`config.mk`:
```
export PLATFORM = sky130hd
export DESIGN_NAME = eccd_top
export DESIGN_NICKNAME = d
export VERILOG_FILES = /design/src/hw/eccd_pkg.sv /design/src/hw/eccd_change_detect.sv /design/src/hw/eccd_top.sv
export SDC_FILE = /design/constraint.sdc
export NUM_CORES = 1
export LEC_CHECK = 0
export BUFFER_PORTS_ARGS = -buffer_cell sky130_fd_sc_hd__buf_2
export CAP_MARGIN = 20
export CORE_ASPECT_RATIO = 1.5
export CORE_MARGIN = 2
export CORE_UTILIZATION = 54
export DETAILED_ROUTE_END_ITERATION = 12
export HOLD_SLACK_MARGIN = 0.15
export PLACE_DENSITY = 0.87
export SLEW_MARGIN = 10
export SYNTH_ARGS = -nofsm -noshare
export SYNTH_HDL_FRONTEND = slang
export SYNTH_SLANG_ARGS = --single-unit
```
`constraint.sdc`:
```
create_clock -name clk -period 3.8 [get_ports clk]
set_input_delay 0.76 -clock clk [delete_from_list [all_inputs] [get_ports clk]]
set_output_delay 0.76 -clock clk [all_outputs]
set_load 0.1 [all_outputs]
```
`src/hw/eccd_pkg.sv`:
```
/*
  Package for the event counter and change detect plug-in card logic.
  Holds widths, reset values, variant codes and edge-sense codes.
  Assumes a single 25 MHz clock with a synchronous active-high reset.
*/
package eccd_pkg;

  // ----------------------------------------------------------------
  // Widths and values
  // ----------------------------------------------------------------
  localparam int CNT_W = 8;
  localparam int CHG_W = 8;
  localparam logic [7:0] CNT_RESET = 8'h00;
  localparam logic [7:0] CNT_HALF = 8'h80;
  localparam logic [7:0] CNT_ZERO = 8'h00;
  localparam logic [7:0] CHG_RESET = 8'h00;

  // ----------------------------------------------------------------
  // Counter variants and edge senses
  // ----------------------------------------------------------------
  localparam logic VARIANT_EVENT = 1'b0;
  localparam logic VARIANT_PRESET = 1'b1;
  localparam logic [1:0] SENSE_RISE = 2'h0;
  localparam logic [1:0] SENSE_FALL = 2'h1;
  localparam logic [1:0] SENSE_BOTH = 2'h2;

  typedef enum logic [0:0] {
    CS_COUNT,
    CS_HALTED
  } eccd_cnt_state_e;

endpackage

```
`src/hw/eccd_change_detect.sv`:
```
/*
  Change-detect card: flags a selected transition on any of eight inputs.
  Assumes inputs synchronous to clk and a static per-input sense setting.
*/
`timescale 1ns/1ns
module eccd_change_detect
(
  input wire logic clk,
  input wire logic reset,
  input wire logic [7:0] chg_in,
  input wire logic [15:0] chg_sense,
  input wire logic chg_clear,
  output logic chg_irq_ff,
  output logic [7:0] chg_cause_ff
);

  logic [7:0] prev_ff;
  logic [7:0] hit;

  // ----------------------------------------------------------------
  // Edge test for one input under its sense setting
  // ----------------------------------------------------------------
  function automatic logic edge_hit(input logic old_v, input logic new_v,
                                    input logic [1:0] sense);
    logic rise;
    logic fall;
    rise = ~old_v & new_v;
    fall = old_v & ~new_v;
    if (sense == eccd_pkg::SENSE_RISE)
      edge_hit = rise;
    else if (sense == eccd_pkg::SENSE_FALL)
      edge_hit = fall;
    else
      edge_hit = rise | fall;
  endfunction

  always_comb
  begin
    for (int i = 0; i < 8; i++)
    begin
      hit[i] = edge_hit(prev_ff[i], chg_in[i], chg_sense[2*i +: 2]);
    end
  end

  always_ff @(posedge clk)
  begin
    if (reset)
      prev_ff <= eccd_pkg::CHG_RESET;
    else
      prev_ff <= chg_in;
  end

  // A new transition in the clearing cycle is kept.
  always_ff @(posedge clk)
  begin
    if (reset)
      chg_cause_ff <= eccd_pkg::CHG_RESET;
    else if (chg_clear)
      chg_cause_ff <= hit;
    else
      chg_cause_ff <= chg_cause_ff | hit;
  end

  always_ff @(posedge clk)
  begin
    if (reset)
      chg_irq_ff <= 1'b0;
    else if (|hit)
      chg_irq_ff <= 1'b1;
    else if (chg_clear)
      chg_irq_ff <= 1'b0;
  end

endmodule

```
`src/hw/eccd_top.sv`:
```
/*
  Event counter and change detect plug-in card logic.
  Holds the eight-bit pulse counter in event or preset variant and
  instantiates the change-detect card. Every output is registered.
  Assumes single-cycle pulses, strobes and loads synchronous to clk,
  a variant and an edge-sense setting that stay fixed while counting,
  and a controller that services each interrupt it is given.
*/
// Notes on behaviour
// - Eight-bit counter counts each input pulse.
// - Event variant: read clears, counting continues.
// - Event variant: interrupt at 128, keep counting.
// - Preset variant: stop and interrupt at zero.
// - Any monitored input change raises interrupt.
// - Static setting selects rise, fall or both.
`timescale 1ns/1ns
module eccd_top
(
  input wire logic clk,
  input wire logic reset,
  input wire logic cnt_variant,
  input wire logic cnt_pulse,
  input wire logic cnt_read,
  input wire logic cnt_load,
  input wire logic [7:0] cnt_load_data,
  input wire logic cnt_irq_clear,
  input wire logic [7:0] chg_in,
  input wire logic [15:0] chg_sense,
  input wire logic chg_clear,
  output logic [7:0] cnt_data_ff,
  output logic [7:0] cnt_value_ff,
  output logic cnt_irq_ff,
  output logic cnt_halted_ff,
  output logic chg_irq_ff,
  output logic [7:0] chg_cause_ff
);

  eccd_pkg::eccd_cnt_state_e state_ff;
  logic [7:0] nxt_cnt;
  logic [7:0] nxt_event_cnt;
  logic [7:0] nxt_preset_cnt;
  logic event_mode;
  logic preset_mode;
  logic counting;
  logic service;
  logic half_hit;
  logic zero_hit;

  // ----------------------------------------------------------------
  // Helpers
  // ----------------------------------------------------------------
  // Both variants step the count the same way, wrapping at full scale.
  function automatic logic [7:0] step_count(input logic [7:0] value);
    step_count = value + 8'h01;
  endfunction

  // Both interrupt causes test the next count against one level.
  function automatic logic count_at(input logic [7:0] value, input logic [7:0] level);
    count_at = (value == level);
  endfunction

  // ----------------------------------------------------------------
  // Mode and strobe decode
  // ----------------------------------------------------------------
  assign event_mode = (cnt_variant == eccd_pkg::VARIANT_EVENT);
  assign preset_mode = (cnt_variant == eccd_pkg::VARIANT_PRESET);
  assign counting = cnt_pulse && (state_ff == eccd_pkg::CS_COUNT);

  // Reading, clearing or reloading all count as servicing the counter.
  assign service = cnt_read || cnt_irq_clear || cnt_load;

  // ----------------------------------------------------------------
  // Event variant next count
  // ----------------------------------------------------------------
  always_comb
  begin
    nxt_event_cnt = cnt_value_ff;
    // A pulse in the read cycle is not lost: it starts the new count.
    if (cnt_read)
    begin
      if (counting)
        nxt_event_cnt = step_count(eccd_pkg::CNT_RESET);
      else
        nxt_event_cnt = eccd_pkg::CNT_RESET;
    end
    else if (counting)
    begin
      nxt_event_cnt = step_count(cnt_value_ff);
    end
  end

  // ----------------------------------------------------------------
  // Preset variant next count
  // ----------------------------------------------------------------
  always_comb
  begin
    nxt_preset_cnt = cnt_value_ff;
    if (cnt_load)
    begin
      nxt_preset_cnt = cnt_load_data;
    end
    else if (counting)
    begin
      nxt_preset_cnt = step_count(cnt_value_ff);
    end
  end

  always_comb
  begin
    if (event_mode)
      nxt_cnt = nxt_event_cnt;
    else
      nxt_cnt = nxt_preset_cnt;
  end

  // ----------------------------------------------------------------
  // Interrupt causes
  // ----------------------------------------------------------------
  // A read in the crossing cycle restarts the count, so no half-scale event.
  assign half_hit = event_mode && counting && !cnt_read
                    && count_at(nxt_event_cnt, eccd_pkg::CNT_HALF);
  // A load in the reaching cycle wins: the counter is being re-armed.
  assign zero_hit = preset_mode && counting && !cnt_load
                    && count_at(nxt_preset_cnt, eccd_pkg::CNT_ZERO);

  // ----------------------------------------------------------------
  // Count register
  // ----------------------------------------------------------------
  always_ff @(posedge clk)
  begin
    if (reset)
    begin
      cnt_value_ff <= eccd_pkg::CNT_RESET;
    end
    else
    begin
      cnt_value_ff <= nxt_cnt;
    end
  end

  // ----------------------------------------------------------------
  // Read data
  // ----------------------------------------------------------------
  // Read data is the count as held before the read strobe.
  always_ff @(posedge clk)
  begin
    if (reset)
    begin
      cnt_data_ff <= eccd_pkg::CNT_RESET;
    end
    else if (cnt_read)
    begin
      cnt_data_ff <= cnt_value_ff;
    end
  end

  // ----------------------------------------------------------------
  // Preset halt state
  // ----------------------------------------------------------------
  always_ff @(posedge clk)
  begin
    if (reset)
    begin
      state_ff <= eccd_pkg::CS_COUNT;
    end
    else
    begin
      case (state_ff)
        eccd_pkg::CS_COUNT:
        begin
          if (zero_hit)
            state_ff <= eccd_pkg::CS_HALTED;
        end
        eccd_pkg::CS_HALTED:
        begin
          // Only a reload or a change of variant lets counting resume.
          if (cnt_load || event_mode)
            state_ff <= eccd_pkg::CS_COUNT;
        end
        default:
        begin
          state_ff <= eccd_pkg::CS_COUNT;
        end
      endcase
    end
  end

  // The halt flag follows the halted state in a register of its own.
  always_ff @(posedge clk)
  begin
    if (reset)
      cnt_halted_ff <= 1'b0;
    else if (zero_hit)
      cnt_halted_ff <= 1'b1;
    else if (cnt_load || !preset_mode)
      cnt_halted_ff <= 1'b0;
  end

  // ----------------------------------------------------------------
  // Counter interrupt: set wins over service
  // ----------------------------------------------------------------
  always_ff @(posedge clk)
  begin
    if (reset)
      cnt_irq_ff <= 1'b0;
    else if (half_hit)
      cnt_irq_ff <= 1'b1;
    else if (zero_hit)
      cnt_irq_ff <= 1'b1;
    else if (service)
      cnt_irq_ff <= 1'b0;
  end

  // ----------------------------------------------------------------
  // Change-detect card
  // ----------------------------------------------------------------
  eccd_change_detect u_chg
  (
    .clk(clk),
    .reset(reset),
    .chg_in(chg_in),
    .chg_sense(chg_sense),
    .chg_clear(chg_clear),
    .chg_irq_ff(chg_irq_ff),
    .chg_cause_ff(chg_cause_ff)
  );

endmodule
```
==> impl_metrics.csv <==
group,metric,value,unit
detailed_routing,drt.antenna.violating_nets,0,
sta,hold_viol,0,
setup_path,critical_path.cell_chain,"buf_2",
yosys,synth_enable_flop_cells,0,
global_route,antenna_found_initial,0,
placed_design,dp_slack,1.656,ns
yosys,syn-cell-area,0.001961,mm2
detailed_routing,routed_via_density,5.399,
setup_path,max_stage_delay,0.55,ns
power_and_ir_drop,powerDensity,422.8,mW/mm2
yosys,synth_top_area_share,0.3676,
setup_path,critical_path.slowest_cell,"dfxtp_1",
global_route,grt_pass1_vias,1786,
floorplanning,dieArea,0.004139,mm2
cells_and_area,final_nets,352,
yosys,synthDistinctLibCells,39,
setup_path,cp-start-kind,"flip-flop",
floorplanning,design.portCount,67,
cts,cts_buffers,5,
job,cap_violations,0,
setup_path,cp_top_family,"flip-flops",
setup_path,worst_r2r_path_depth,6,
placed_design,io_buffers,66,
yosys,yosysTopAreaCell,"dfxtp_1",
setup_path,r2r_setup_slack,1.94,ns
detailed_routing,drc,0,
detailed_routing,drt-pass1-iter-count,4,
sta,finalCriticalPeriod,2.097,ns
setup_path,crit_fanout,9,
yosys,synth-seq-cells,36,
yosys,ys_seq_area_frac,0.3676,
yosys,synthCells,234,
cells_and_area,drive_above_1_share,0.2669,
cts,cts_resized,0,
status,outcome,"finished clean",
cts,cts_setup_buffers,0,
sta,fin_crit_sh,0.5518,
cts,cts-root-buf,"clkbuf_8",
cells_and_area,utilization,0.6988,
floorplanning,floorplan.initialDensity,0.5686,
detailed_routing,vias,1825,
cells_and_area,area_growth,22.91,%
detailed_routing,drt_wl_total,4.347,mm
power_and_ir_drop,p_leak,0.001159,uW
floorplanning,num_rows,26,
setup_path,cp-end-kind,"output port",
detailed_routing,drtIter0Drc,38,
cts,clockBufferDepth,2,
cts,cts_tree,"built",
global_route,grt_pass1_wl,7.065,mm
sta,finalSetupViolCount,0,
setup_path,cp.required,3.04,ns
sta,timing.hold.ws,0.4525,ns
yosys,postSynthAreaPerCell,8.379,um2
sta,finalSetupTns,0,ns
sta,rsz0062_at_grt,"false",
global_route,track_usage,0.2232,
floorplanning,fp.dieH,77.80,um
setup_path,cp.depth,1,
sta,tightest_slew,0.6540,ns
cells_and_area,n_antenna_cell,0,
setup_path,setup.worst_path.start,"cnt_value_ff[4]",
placed_design,place.gp.congestion,0.8231,
sta,slew_headroom,0.5640,
floorplanning,core_region_area,0.003448,mm2
setup_path,r2r-end,"cnt_irq_ff",
yosys,ys.flop_type,"dfxtp_1",
yosys,async_reset_ff_frac,0,
cts,clock_latency,0.28,ns
global_route,grt_overflow,0,
global_route,grt_max_degree,37,
min_path,hp-class,"flip-flop to flip-flop",
cts,clock-sinks,36,
cts,hold_buffers,0,
setup_path,path_class,"flip-flop to output port",
yosys,yosys-top-cells-area,"dfxtp_1 37%, ha_1 11%, nor2_1 5.6%",
cts,path_clk_slew,0.07,ns
setup_path,cp_num_buf_inv,1,
detailed_routing,routedWlPerCell,12.86,um
setup_path,regToRegStartpoint,"cnt_value_ff[0]",
sta,clock-skew-final,0.004711,ns
sta,fin_ws,1.703,ns
placed_design,hpwl,3.274,mm
yosys,yosys_warnings,0,
setup_path,worstPathArrival,1.34,ns
setup_path,endpoint,"cnt_value_ff[4]",
sta,fmax,476.9,MHz
yosys,syn_nets,291,
sta,drv_slew,0,
cts,htreeDepth,2,
power_and_ir_drop,ir_drop,0.3425,mV
floorplanning,die_x,53.20,um
-- layout make-up --
| class | count | area, um2 |
|---|---|---|
| timing repair buffer | 66 | 330.3 |
| clock inverter | 1 | 30.03 |
| inverter | 21 | 78.83 |
| tap | 42 | 52.55 |
| multi-input combinational | 165 | 1101 |
| sequential | 36 | 720.7 |
| clock buffer | 7 | 96.34 |
| fill | 312 | 1039 |
-- layer usage --
metal / routed length (um) / global-route usage / part of all wire / vias to the layer above
li1: - / - / - / 919
met4: 146 / 0.1205 / 0.034 / 0
met3: 261 / 0.05577 / 0.060 / 15
met2: 2295 / 0.4099 / 0.53 / 63
met5: 0 / 0 / 0 / -
met1: 1644 / 0.2119 / 0.38 / 828
-- worst min-delay path by stage --
stage	start	to	slack (ns)	cells past startpoint
finish	cnt_halted_ff	cnt_halted_ff	0.45	2
global route	u_chg.chg_cause_ff[5]	u_chg.chg_cause_ff[5]	0.48	2
CTS	cnt_halted_ff	cnt_halted_ff	0.45	2
detailed placement	cnt_halted_ff	cnt_halted_ff	0.44	2
global placement	cnt_halted_ff	cnt_halted_ff	0.45	2
floorplan	state_ff	state_ff	0.45	2
-- power by group --
group          leakage, uW  total [uW]  internal (uW)  switching, uW
Combinational     0.000798         244           63.3            181
Sequential        0.000297         415            398           17.1
Clock            0.0000645         360            231            129
Total              0.00116        1020            692            327
-- kinds of logic after synthesis --
| family | count (synthesis) | synth area share |
|---|---|---|
| AND/OR/NAND/NOR | 79 | 0.1946 |
| AO/OA/AOI/OAI | 47 | 0.1500 |
| flip-flops | 36 | 0.3676 |
| buffers and inverters | 33 | 0.07083 |
| adder cells (fa/ha/maj) | 17 | 0.1085 |
| multiplexers | 12 | 0.06382 |
| XOR/XNOR | 10 | 0.04467 |
-- per-stage QoR --
stage	instance area (um2)	instances	power [uW]
CTS	2410	338	1030
detailed placement	2283	330	666.5
finish	2410	338	1019
floorplan	1961	234	610.4
global route	2410	338	1064
global placement	2283	330	661.8
-- state kept, by name, summed over array words and instances, names as in the netlist --
name / cells
state_ff: 1
cnt_value_ff: 8
u_chg.chg_cause_ff: 8
cnt_halted_ff: 1
cnt_data_ff: 8
u_chg.chg_irq_ff: 1
u_chg.prev_ff: 8
cnt_irq_ff: 1
-- Yosys cell counts, types with 6 or more instances --
cell type and count:
ha_1 17, nand2_1 18, nand2b_1 6, dfxtp_1 36, a21oi_1 21, mux2i_1 8, nor2b_1 6, nor2_1 29
inv_1 20, o21ai_0 6
-- placed cells by master (no fill, tap or decap), drive strengths merged, types with 6 or more instances in the layout --
cell    instances
dfxtp          36
nand2b          6
nor2b           6
ha             17
clkbuf          7
inv            20
buf            66
nor2           29
a21oi          21
nand2          18
o21ai           6
mux2i           8
Power figures use the tool's default switching activity.
